==> src/hw/isc_pkg.sv <==
`default_nettype none
package isc_pkg;
  // Register indices; byte address is four times the index
  localparam logic [5:0] ISC_IDX_ILIM = 6'h14;
  localparam logic [5:0] ISC_IDX_PHY = 6'h16;
  localparam logic [5:0] ISC_IDX_DBNC = 6'h18;
  localparam logic [5:0] ISC_IDX_HEADROOM = 6'h1b;
  localparam logic [5:0] ISC_IDX_STATUS = 6'h1c;
  localparam int ISC_ADDR_W = 8;
  localparam int ISC_NREG = 4;
  localparam int ISC_SLOT_ILIM = 0;
  localparam int ISC_SLOT_PHY = 1;
  localparam int ISC_SLOT_DBNC = 2;
  localparam int ISC_SLOT_HEADROOM = 3;
  localparam int ISC_SLOT_STATUS = 4;
  localparam int ISC_SEL_W = 5;
  // Reset values and writable-bit masks, slot order 3..0
  localparam logic [ISC_NREG-1:0][7:0] ISC_REG_DEFAULT = {8'h00, 8'h00, 8'h01, 8'h68};
  localparam logic [ISC_NREG-1:0][7:0] ISC_REG_MASK = {8'h07, 8'h3f, 8'h06, 8'hf8};
  // Field positions
  localparam int ISC_ILIM_LSB = 3;
  localparam int ISC_ILIM_MSB = 7;
  localparam int ISC_PHY_VSEL_BIT = 1;
  localparam int ISC_PHY_EN_BIT = 2;
  localparam int ISC_OV_LSB = 0;
  localparam int ISC_OV_MSB = 1;
  localparam int ISC_PHYDB_LSB = 2;
  localparam int ISC_PHYDB_MSB = 3;
  localparam int ISC_WAKE_LSB = 4;
  localparam int ISC_WAKE_MSB = 5;
  localparam int ISC_HRDB_LSB = 0;
  localparam int ISC_HRDB_MSB = 1;
  localparam int ISC_HRTH_BIT = 2;
  // Status register bits
  localparam int ISC_ST_ILIM_RSVD = 0;
  localparam int ISC_ST_OV_RSVD = 1;
  localparam int ISC_ST_HR_RSVD = 2;
  localparam int ISC_ST_LOADED = 3;
  // Current limit coding
  localparam logic [4:0] ISC_ILIM_FINE_LAST = 5'h08;
  localparam logic [4:0] ISC_ILIM_MID_LAST = 5'h0b;
  localparam logic [4:0] ISC_ILIM_COARSE_FIRST = 5'h0c;
  localparam logic [4:0] ISC_ILIM_TOP = 5'h14;
  localparam logic [10:0] ISC_ILIM_FINE_BASE_MA = 11'h00a;
  localparam logic [10:0] ISC_ILIM_FINE_STEP_MA = 11'h005;
  localparam logic [10:0] ISC_ILIM_MID_BASE_MA = 11'h064;
  localparam logic [10:0] ISC_ILIM_MID_STEP_MA = 11'h032;
  localparam logic [10:0] ISC_ILIM_COARSE_BASE_MA = 11'h12c;
  localparam logic [10:0] ISC_ILIM_COARSE_STEP_MA = 11'h064;
  localparam logic [10:0] ISC_ILIM_TOP_MA = 11'h5dc;
  // Times in microseconds per code, analog figures in mV
  localparam logic [3:0][13:0] ISC_OV_DBNC_US = {14'h2710, 14'h03e8, 14'h0064, 14'h000a};
  localparam logic [3:0][13:0] ISC_HR_DBNC_US = {14'h2710, 14'h03e8, 14'h0064, 14'h0000};
  localparam logic [3:0][16:0] ISC_WAKE_US = {17'h186a0, 17'h07d00, 17'h03e80, 17'h01f40};
  localparam logic [12:0] ISC_PHY_LOW_MV = 13'h0ce4;
  localparam logic [12:0] ISC_PHY_HIGH_MV = 13'h1324;
  localparam logic [7:0] ISC_MARGIN_LOW_MV = 8'h32;
  localparam logic [7:0] ISC_MARGIN_HIGH_MV = 8'haf;
  localparam logic [1:0] ISC_CODE_RSVD = 2'h0;
  // AXI responses
  localparam logic [1:0] ISC_RESP_OKAY = 2'h0;
  localparam logic [1:0] ISC_RESP_SLVERR = 2'h2;
  localparam logic [1:0] ISC_RESP_DECERR = 2'h3;
endpackage
`default_nettype wire

==> src/hw/isc_field_if.sv <==
`timescale 1ns/100ps
`default_nettype none
interface isc_field_if;
  logic wr_en;
  logic [7:0] wr_data;
  logic [7:0] value;
  logic loaded;
  modport owner(input wr_en, input wr_data, output value, output loaded);
  modport user(output wr_en, output wr_data, input value, input loaded);
endinterface
`default_nettype wire

==> src/hw/isc_cfg_byte.sv <==
`timescale 1ns/100ps
`default_nettype none
module isc_cfg_byte #(
  parameter logic [7:0] DEFAULT = 8'h00,
  parameter logic [7:0] MASK = 8'hff
) (
  input wire logic clk,
  input wire logic rst_n,
  input wire logic [7:0] fuse_val,
  isc_field_if.owner port
);
  logic [7:0] value_reg;
  logic loaded_reg;

  // Fuse copy happens once after reset release; it wins over a same-cycle write
  always_ff @(posedge clk or negedge rst_n) begin
    if (!rst_n) begin
      value_reg <= DEFAULT;
    end else if (!loaded_reg) begin
      value_reg <= (fuse_val & MASK) | (DEFAULT & ~MASK); // [RQ12]
    end else if (port.wr_en) begin
      value_reg <= (port.wr_data & MASK) | (value_reg & ~MASK); // [RQ13]
    end
  end

  always_ff @(posedge clk or negedge rst_n) begin
    if (!rst_n) begin
      loaded_reg <= 1'b0;
    end else begin
      loaded_reg <= 1'b1;
    end
  end

  assign port.value = value_reg;
  assign port.loaded = loaded_reg;
endmodule // isc_cfg_byte
`default_nettype wire

==> src/hw/isc_setting_decode.sv <==
`timescale 1ns/100ps
`default_nettype none
module isc_setting_decode (
  input wire logic clk,
  input wire logic rstn,
  input wire logic [4:0] ilim_code,
  input wire logic phy_vsel,
  input wire logic [1:0] ov_code,
  input wire logic [1:0] wake_code,
  input wire logic [1:0] hr_code,
  input wire logic hr_thresh,
  output logic [10:0] current_limit_ma,
  output logic [12:0] phy_supply_mv,
  output logic [13:0] ov_debounce_us,
  output logic [16:0] wakeup_delay_us,
  output logic [13:0] headroom_debounce_us,
  output logic [7:0] headroom_margin_mv
);
  import isc_pkg::*;
  logic [10:0] ilim_ma;

  always_comb begin
    logic [10:0] code_w;
    code_w = {6'h00, ilim_code};
    if (ilim_code <= ISC_ILIM_FINE_LAST) begin
      ilim_ma = ISC_ILIM_FINE_BASE_MA + 11'(code_w * ISC_ILIM_FINE_STEP_MA); // [RQ2]
    end else if (ilim_code <= ISC_ILIM_MID_LAST) begin
      ilim_ma = ISC_ILIM_MID_BASE_MA
        + 11'((code_w - {6'h00, ISC_ILIM_FINE_LAST} - 11'h001) * ISC_ILIM_MID_STEP_MA); // [RQ2]
    end else if (ilim_code < ISC_ILIM_TOP) begin
      ilim_ma = ISC_ILIM_COARSE_BASE_MA
        + 11'((code_w - {6'h00, ISC_ILIM_COARSE_FIRST}) * ISC_ILIM_COARSE_STEP_MA); // [RQ2]
    end else begin
      // Reserved codes are undefined; clamp to the top step
      ilim_ma = ISC_ILIM_TOP_MA; // [RQ1]
    end
  end

  always_ff @(posedge clk or negedge rstn) begin
    if (!rstn) begin
      current_limit_ma <= 11'h000;
      phy_supply_mv <= 13'h0000;
      ov_debounce_us <= 14'h0000;
      wakeup_delay_us <= 17'h00000;
      headroom_debounce_us <= 14'h0000;
      headroom_margin_mv <= 8'h00;
    end else begin
      current_limit_ma <= ilim_ma;
      phy_supply_mv <= phy_vsel ? ISC_PHY_HIGH_MV : ISC_PHY_LOW_MV; // [RQ4]
      ov_debounce_us <= ISC_OV_DBNC_US[ov_code]; // [RQ6]
      wakeup_delay_us <= ISC_WAKE_US[wake_code]; // [RQ8]
      headroom_debounce_us <= ISC_HR_DBNC_US[hr_code]; // [RQ9]
      headroom_margin_mv <= hr_thresh ? ISC_MARGIN_HIGH_MV : ISC_MARGIN_LOW_MV; // [RQ10]
    end
  end
endmodule // isc_setting_decode
`default_nettype wire

==> src/hw/isc_config_regs.sv <==
// Summary of operation
// [RQ1] Current limit code in bits 7..3, default 01101, codes 0..20 map 10..1500 mA.
// [RQ2] Codes 0..8 step 5 mA, 9..19 per table, 20 is 1500 mA, above reserved.
// [RQ3] Current limit register returns to default on charger input reset only.
// [RQ4] PHY supply voltage select at bit 1, default 0; 0 is 3.3 V, 1 is 4.9 V.
// [RQ5] PHY regulator enable at bit 2, default 0; 1 enables the regulator.
// [RQ6] Overvoltage debounce bits 1..0: 10 us reserved, 100 us, 1 ms, 10 ms.
// [RQ7] PHY debounce bits 3..2: 0, 16, 32 ms, code 3 unused; not acted upon.
// [RQ8] Wake-up delay bits 5..4: 8, 16, 32 or 100 ms, default code 0.
// [RQ9] Headroom debounce bits 1..0: code 0 reserved, then 100 us, 1 ms, 10 ms.
// [RQ10] Headroom threshold bit 2 selects 50 mV margin at 0, 175 mV at 1.
// [RQ11] All other fields return to default on the core digital reset.
// [RQ12] Fuse-loaded fields take defaults from fuses and stay readable and writable.
// [RQ13] Unused bits keep defaults; reserved codes give undefined behaviour.
`timescale 1ns/100ps
`default_nettype none
module isc_config_regs (
  input wire logic clk,
  input wire logic rstn,
  input wire logic charger_input_reset_n,
  input wire logic [7:0] fuse_ilim,
  input wire logic [7:0] fuse_phy,
  input wire logic [7:0] fuse_dbnc,
  input wire logic [7:0] fuse_headroom,
  input wire logic [isc_pkg::ISC_ADDR_W-1:0] s_axi_awaddr,
  input wire logic [2:0] s_axi_awprot,
  input wire logic s_axi_awvalid,
  output logic s_axi_awready,
  input wire logic [31:0] s_axi_wdata,
  input wire logic [3:0] s_axi_wstrb,
  input wire logic s_axi_wvalid,
  output logic s_axi_wready,
  output logic [1:0] s_axi_bresp,
  output logic s_axi_bvalid,
  input wire logic s_axi_bready,
  input wire logic [isc_pkg::ISC_ADDR_W-1:0] s_axi_araddr,
  input wire logic [2:0] s_axi_arprot,
  input wire logic s_axi_arvalid,
  output logic s_axi_arready,
  output logic [31:0] s_axi_rdata,
  output logic [1:0] s_axi_rresp,
  output logic s_axi_rvalid,
  input wire logic s_axi_rready,
  output logic [4:0] input_current_limit_sel,
  output logic phy_supply_voltage_sel,
  output logic phy_regulator_enable,
  output logic [1:0] overvoltage_debounce_sel,
  output logic [1:0] wakeup_delay_sel,
  output logic [1:0] headroom_debounce_sel,
  output logic headroom_threshold_sel,
  output logic [10:0] current_limit_ma,
  output logic [12:0] phy_supply_mv,
  output logic [13:0] ov_debounce_us,
  output logic [16:0] wakeup_delay_us,
  output logic [13:0] headroom_debounce_us,
  output logic [7:0] headroom_margin_mv
);
  import isc_pkg::*;

  // One-hot slot select; bit per register plus the status word
  function automatic logic [ISC_SEL_W-1:0] isc_decode(input logic [ISC_ADDR_W-1:0] addr);
    logic [ISC_SEL_W-1:0] sel;
    sel = '0;
    if (addr[1:0] == 2'h0) begin
      unique case (addr[ISC_ADDR_W-1:2])
        ISC_IDX_ILIM: sel[ISC_SLOT_ILIM] = 1'b1;
        ISC_IDX_PHY: sel[ISC_SLOT_PHY] = 1'b1;
        ISC_IDX_DBNC: sel[ISC_SLOT_DBNC] = 1'b1;
        ISC_IDX_HEADROOM: sel[ISC_SLOT_HEADROOM] = 1'b1;
        ISC_IDX_STATUS: sel[ISC_SLOT_STATUS] = 1'b1;
        default: sel = '0;
      endcase
    end
    return sel;
  endfunction

  logic aw_full_reg;
  logic [ISC_ADDR_W-1:0] aw_addr_reg;
  logic w_full_reg;
  logic [7:0] w_data_reg;
  logic w_lane0_reg;
  logic bvalid_reg;
  logic [1:0] bresp_reg;
  logic rvalid_reg;
  logic [31:0] rdata_reg;
  logic [1:0] rresp_reg;
  logic wr_commit;
  logic [ISC_SEL_W-1:0] wr_sel;
  logic [ISC_SEL_W-1:0] rd_sel;
  logic [7:0] rd_byte;
  logic [ISC_NREG-1:0][7:0] reg_value;
  logic [ISC_NREG-1:0][7:0] fuse_value;
  logic [ISC_NREG-1:0] reg_loaded;
  logic [7:0] status_value;
  logic ilim_rsvd;
  logic ov_rsvd;
  logic hr_rsvd;

  assign fuse_value[ISC_SLOT_ILIM] = fuse_ilim;
  assign fuse_value[ISC_SLOT_PHY] = fuse_phy;
  assign fuse_value[ISC_SLOT_DBNC] = fuse_dbnc;
  assign fuse_value[ISC_SLOT_HEADROOM] = fuse_headroom;

  // Write path: address and data are held separately and may arrive in any order
  assign s_axi_awready = !aw_full_reg;
  assign s_axi_wready = !w_full_reg;
  assign wr_commit = aw_full_reg && w_full_reg && !bvalid_reg;
  assign wr_sel = isc_decode(aw_addr_reg);

  always_ff @(posedge clk or negedge rstn) begin
    if (!rstn) begin
      aw_full_reg <= 1'b0;
      aw_addr_reg <= '0;
    end else if (s_axi_awvalid && s_axi_awready) begin
      aw_full_reg <= 1'b1;
      aw_addr_reg <= s_axi_awaddr;
    end else if (wr_commit) begin
      aw_full_reg <= 1'b0;
    end
  end

  always_ff @(posedge clk or negedge rstn) begin
    if (!rstn) begin
      w_full_reg <= 1'b0;
      w_data_reg <= 8'h00;
      w_lane0_reg <= 1'b0;
    end else if (s_axi_wvalid && s_axi_wready) begin
      w_full_reg <= 1'b1;
      w_data_reg <= s_axi_wdata[7:0];
      w_lane0_reg <= s_axi_wstrb[0];
    end else if (wr_commit) begin
      w_full_reg <= 1'b0;
    end
  end

  // Status word is read-only, so a write there is an error
  always_ff @(posedge clk or negedge rstn) begin
    if (!rstn) begin
      bvalid_reg <= 1'b0;
      bresp_reg <= ISC_RESP_OKAY;
    end else if (wr_commit) begin
      bvalid_reg <= 1'b1;
      if (wr_sel == '0) begin
        bresp_reg <= ISC_RESP_DECERR;
      end else if (wr_sel[ISC_SLOT_STATUS]) begin
        bresp_reg <= ISC_RESP_SLVERR;
      end else begin
        bresp_reg <= ISC_RESP_OKAY;
      end
    end else if (s_axi_bready) begin
      bvalid_reg <= 1'b0;
    end
  end

  assign s_axi_bvalid = bvalid_reg;
  assign s_axi_bresp = bresp_reg;

  // Read path: one outstanding read, answered the cycle after acceptance
  assign s_axi_arready = !rvalid_reg;
  assign rd_sel = isc_decode(s_axi_araddr);

  always_comb begin
    rd_byte = 8'h00;
    for (int k = 0; k < ISC_NREG; k++) begin
      if (rd_sel[k]) begin
        rd_byte = reg_value[k];
      end
    end
    if (rd_sel[ISC_SLOT_STATUS]) begin
      rd_byte = status_value;
    end
  end

  always_ff @(posedge clk or negedge rstn) begin
    if (!rstn) begin
      rvalid_reg <= 1'b0;
      rdata_reg <= 32'h0000_0000;
      rresp_reg <= ISC_RESP_OKAY;
    end else if (s_axi_arvalid && s_axi_arready) begin
      rvalid_reg <= 1'b1;
      rdata_reg <= {24'h00_0000, rd_byte};
      rresp_reg <= (rd_sel == '0) ? ISC_RESP_DECERR : ISC_RESP_OKAY;
    end else if (s_axi_rready) begin
      rvalid_reg <= 1'b0;
    end
  end

  assign s_axi_rvalid = rvalid_reg;
  assign s_axi_rdata = rdata_reg;
  assign s_axi_rresp = rresp_reg;

  // Configuration bytes; the current limit sits on its own reset domain
  isc_field_if fld[ISC_NREG]();

  generate
    for (genvar i = 0; i < ISC_NREG; i++) begin : g_cfg
      logic byte_rst_n;
      if (i == ISC_SLOT_ILIM) begin : g_chg
        assign byte_rst_n = charger_input_reset_n; // [RQ3]
      end else begin : g_core
        assign byte_rst_n = rstn; // [RQ11]
      end
      assign fld[i].wr_en = wr_commit && wr_sel[i] && w_lane0_reg;
      assign fld[i].wr_data = w_data_reg;
      assign reg_value[i] = fld[i].value;
      assign reg_loaded[i] = fld[i].loaded;
      isc_cfg_byte #(
        .DEFAULT(ISC_REG_DEFAULT[i]),
        .MASK(ISC_REG_MASK[i])
      ) u_byte (
        .clk(clk),
        .rst_n(byte_rst_n),
        .fuse_val(fuse_value[i]),
        .port(fld[i])
      );
    end
  endgenerate

  // Field outputs follow the stored bytes directly
  always_comb begin
    input_current_limit_sel = reg_value[ISC_SLOT_ILIM][ISC_ILIM_MSB:ISC_ILIM_LSB]; // [RQ1]
    phy_supply_voltage_sel = reg_value[ISC_SLOT_PHY][ISC_PHY_VSEL_BIT]; // [RQ4]
    phy_regulator_enable = reg_value[ISC_SLOT_PHY][ISC_PHY_EN_BIT]; // [RQ5]
    overvoltage_debounce_sel = reg_value[ISC_SLOT_DBNC][ISC_OV_MSB:ISC_OV_LSB]; // [RQ6]
    wakeup_delay_sel = reg_value[ISC_SLOT_DBNC][ISC_WAKE_MSB:ISC_WAKE_LSB]; // [RQ8]
    headroom_debounce_sel = reg_value[ISC_SLOT_HEADROOM][ISC_HRDB_MSB:ISC_HRDB_LSB]; // [RQ9]
    headroom_threshold_sel = reg_value[ISC_SLOT_HEADROOM][ISC_HRTH_BIT]; // [RQ10]
  end

  // PHY debounce field is stored and read back only; nothing here times it
  logic [1:0] phy_detect_debounce_sel;
  assign phy_detect_debounce_sel = reg_value[ISC_SLOT_DBNC][ISC_PHYDB_MSB:ISC_PHYDB_LSB]; // [RQ7]

  // Reserved codes are flagged so software can see a bad setting
  assign ilim_rsvd = input_current_limit_sel > ISC_ILIM_TOP; // [RQ13]
  assign ov_rsvd = overvoltage_debounce_sel == ISC_CODE_RSVD;
  assign hr_rsvd = headroom_debounce_sel == ISC_CODE_RSVD;

  always_comb begin
    status_value = 8'h00;
    status_value[ISC_ST_ILIM_RSVD] = ilim_rsvd;
    status_value[ISC_ST_OV_RSVD] = ov_rsvd;
    status_value[ISC_ST_HR_RSVD] = hr_rsvd;
    status_value[ISC_ST_LOADED] = &reg_loaded;
  end

  isc_setting_decode u_decode (
    .clk(clk),
    .rstn(rstn),
    .ilim_code(input_current_limit_sel),
    .phy_vsel(phy_supply_voltage_sel),
    .ov_code(overvoltage_debounce_sel),
    .wake_code(wakeup_delay_sel),
    .hr_code(headroom_debounce_sel),
    .hr_thresh(headroom_threshold_sel),
    .current_limit_ma(current_limit_ma),
    .phy_supply_mv(phy_supply_mv),
    .ov_debounce_us(ov_debounce_us),
    .wakeup_delay_us(wakeup_delay_us),
    .headroom_debounce_us(headroom_debounce_us),
    .headroom_margin_mv(headroom_margin_mv)
  );
endmodule // isc_config_regs
`default_nettype wire

==> config.mk <==
export PLATFORM = sky130hd
export DESIGN_NAME = isc_config_regs
export DESIGN_NICKNAME = d
export VERILOG_FILES = /design/src/hw/isc_pkg.sv /design/src/hw/isc_field_if.sv /design/src/hw/isc_cfg_byte.sv /design/src/hw/isc_setting_decode.sv /design/src/hw/isc_config_regs.sv
export SDC_FILE = /design/constraint.sdc
export NUM_CORES = 1
export LEC_CHECK = 0
export BUFFER_PORTS_ARGS = -buffer_cell sky130_fd_sc_hd__buf_2
export CORE_MARGIN = 2
export CORE_UTILIZATION = 53
export CTS_CLUSTER_SIZE = 25
export DETAILED_ROUTE_END_ITERATION = 8
export GPL_ROUTABILITY_DRIVEN = 0
export PLACE_DENSITY = 0.87
export SLEW_MARGIN = 10
export SYNTH_ARGS = -nofsm -noshare
export SYNTH_HDL_FRONTEND = slang
export SYNTH_SLANG_ARGS = --single-unit
==> constraint.sdc <==
create_clock -name clk -period 12.8 [get_ports clk]
set_clock_uncertainty 0.1 [all_clocks]
set_input_delay 1.92 -clock clk [delete_from_list [all_inputs] [get_ports clk]]
set_output_delay 1.92 -clock clk [all_outputs]
set_load 0.005 [all_outputs]
==> results.cfg <==
[run_status]
outcome = complete, no violations

[worst_setup_path]
reg2reg_setup_slack_ns = 7.81
timing.critical_path.slowest_stage_cell = dfstp_2
startpoint_type = flop
cp_num_buf_inv = 4
critical_path_required_ns = 12.94
setup.worst_path.class = flop to flop
path_cells = inv_1 > ha_1 > o21a_1 > fa_1 > inv_1 > ha_1 > ha_1 > inv_1 > fa_1 > inv_1 > ha_1 > nor3b_1 > o21a_1 > nor2_1 > xnor3_1 > a221oi_1
worst-path-max-fanout = 14
largest_stage_delay_on_the_critical_path_ns = 0.74
cpLargestDelayFamily = adder cells
critical_path.endpoint_type = flop
critical_path_arrival_ns = 5.13

[grt]
via_count_of_the_first_global_routing_pass = 3971
grt_util_all_layers_pct = 20.57
grt_max_degree = 81
gr-total-overflow = 0
grt_pass1_wl_um = 18820
grt_antenna_before_repair = 0

[power]
irDropWorstVdd_v = 0.0001190
power_leakage_nw = 3.196
cellPowerDensity_mw_per_mm2 = 173.3
power_w = 0.001099

[floorplanning]
num_rows = 37
fp.dieArea_mm2 = 0.01160
core_mm2 = 0.01037
start_util_pct = 54.98
chipWidth_um = 107.7
ioPinCount = 230
floorplan.die.height_um = 107.7

[synth]
synth-main-ff-cell = dfrtp_1
postSynthRegisterBits = 86
yosysWarningCount = 0
syn-mean-instance-area_um2 = 10.40
synth_cells = 548
synthesis.area_mm2 = 0.005702
ys_async_sr_fraction_pct = 100.0
synth_seq_area_share_pct = 37.83
synth_cell_type_count = 54
synth-edff-count = 0

[clock_tree]
cts_stage_hold_buffer_count = 0
tritoncts = yes
worstSkewPairLatency_ns = 0.34
numCtsBuffers = 9
cts_num_sinks = 86
cts.repair.resized = 0
cts_root_buf = clkbuf_8
postCtsSetupRepairBufs = 0
cts.path.max_buffers = 2
path_clk_slew_ns = 0.09
htree_num_levels = 3

[detailed_routing]
total_via_count_after_detailed_routing = 4086
detail_route.vias_per_cell = 5.133
drcViolationCount = 0
drt_wl_total_um = 11930
routedWlPerCell_um = 14.99
detail_route.first_pass.iterations = 5
postRouteAntennaNets = 0
count_of_routing_violations_after_the_opening_detailed_route_iteration = 182

[final_layout]
layout-area-overhead-vs-synth_pct = 11.28
num_antenna_cells = 0
most_common_cell_after_layout_fill_and_taps_aside = buf_2
nNetsFinal = 824
drive_gt1_share_pct = 28.64
seq_area_mm2 = 0.002157
multi_input_comb_area_mm2 = 0.002932
most_used_cells_in_the_layout_excluding_fill_and_tap_cells = 138 x buf_2, 82 x dfrtp_1, 62 x ha_1
fill_cells = 834
flip_flop_count_of_the_largest_register_all_copies_and_words_added = 17

[sta]
timing.final.hold_violations = 0
finalCritPeriodShare_pct = 39.01
maxClockFrequency_mhz = 200.3
tmin_final_ns = 4.993
worst_slew_pin_tran_ns = 1.229
rsz0062_at_grt = false
finalSetupViolCount = 0
fin_setup_tns_ns = 0
max_slew_margin_pct = 17.68
finalMaxSlewViolations = 0

[worst_hold_path]
hold_path.class = flop to flop

[job]
max_cap_violation_count = 0

[placed_design]
placement.io_buffers = 139
detailed_place_hpwl_um = 9207
## final timing paths
check,from,end,cells past startpoint
min in group asynchronous,charger_input_reset_n,g_cfg[0].u_byte.port.value[7]$_DFFE_PN0N_,1
min,g_cfg[3].u_byte.port.value[2]$_DFFE_PN0N_,u_decode.headroom_margin_mv[3]$_DFF_PN0_,0
max in group asynchronous,rstn,u_decode.current_limit_ma[8]$_DFF_PN0_,1
min reg2reg,g_cfg[3].u_byte.port.value[2]$_DFFE_PN0N_,u_decode.headroom_margin_mv[3]$_DFF_PN0_,0
max reg2reg,g_cfg[0].u_byte.port.value[3]$_DFFE_PN1N_,u_decode.current_limit_ma[10]$_DFF_PN0_,16
max,g_cfg[0].u_byte.port.value[3]$_DFFE_PN1N_,u_decode.current_limit_ma[10]$_DFF_PN0_,16
## synth_stat cells (all sizes together), types with 11 or more instances
master | count | area share [%]
mux2i | 18 | 3.2
inv | 47 | 3.1
nand2 | 22 | 1.4
mux2 | 18 | 3.6
xnor2 | 21 | 3.2
o21ai | 17 | 1.5
a21oi | 41 | 3.6
xor2 | 15 | 2.3
buf | 74 | 9.6
nor2 | 29 | 1.9
ha | 62 | 14
clkbuf | 11 | 0.72
dfrtp | 82 | 36
## metal layers
layer | global-route usage, % | share of wire (%) | wire, µm
met1 | 26.35 | 42 | 5002
met2 | 35.71 | 51 | 6079
met3 | 3.935 | 5.7 | 679
met4 | 5.311 | 1.4 | 172
met5 | 0 | 0 | 0
## cells by family (layout without fill, tap and decap cells)
group / Yosys count / after routing / share of synthesized area [%]
fa+ha+maj: 71 / 71 / 16.77
other cells: 2 / 43 / 0.1317
flops: 86 / 86 / 37.83
buf+inv: 132 / 203 / 13.45
mux: 36 / 36 / 6.715
simple gates: 85 / 85 / 8.383
compound gates: 99 / 99 / 10.80
xor+xnor: 37 / 37 / 5.925
## metrics by stage
step / instance area (µm²) / setup WS (ns) / utilization, % / hold WS, ns / std cells
2_1_floorplan: 5856 / 8.292 / - / 0.3149 / 589
3_3_place_gp: 6141 / 7.960 / 59.22 / 0.3327 / 780
3_5_place_dp: 6141 / 7.877 / 59.22 / 0.3347 / 780
4_1_cts: 6345 / 7.828 / 61.18 / 0.3514 / 796
5_1_grt: 6345 / 7.495 / 61.18 / 0.3603 / 796
6_report: 6345 / 7.807 / 61.18 / 0.3509 / 796
## final cells by class
type / instances / share of cell area (%)
Multi-Input combinational cell: 371 / 46.20
Sequential cell: 86 / 34.00
Timing Repair Buffer: 140 / 11.12
Inverter: 47 / 2.781
Tap cell: 136 / 2.682
Clock buffer: 9 / 1.952
Clock inverter: 7 / 1.262
## power breakdown
part / internal, W / switching (W) / leakage (nW)
clock network: 0.0000923 / 0.000102 / 0.0964
logic: 0.000247 / 0.000262 / 2.09
registers: 0.000339 / 0.0000567 / 1.01
Note: power is estimated with default switching activity, not from simulation.
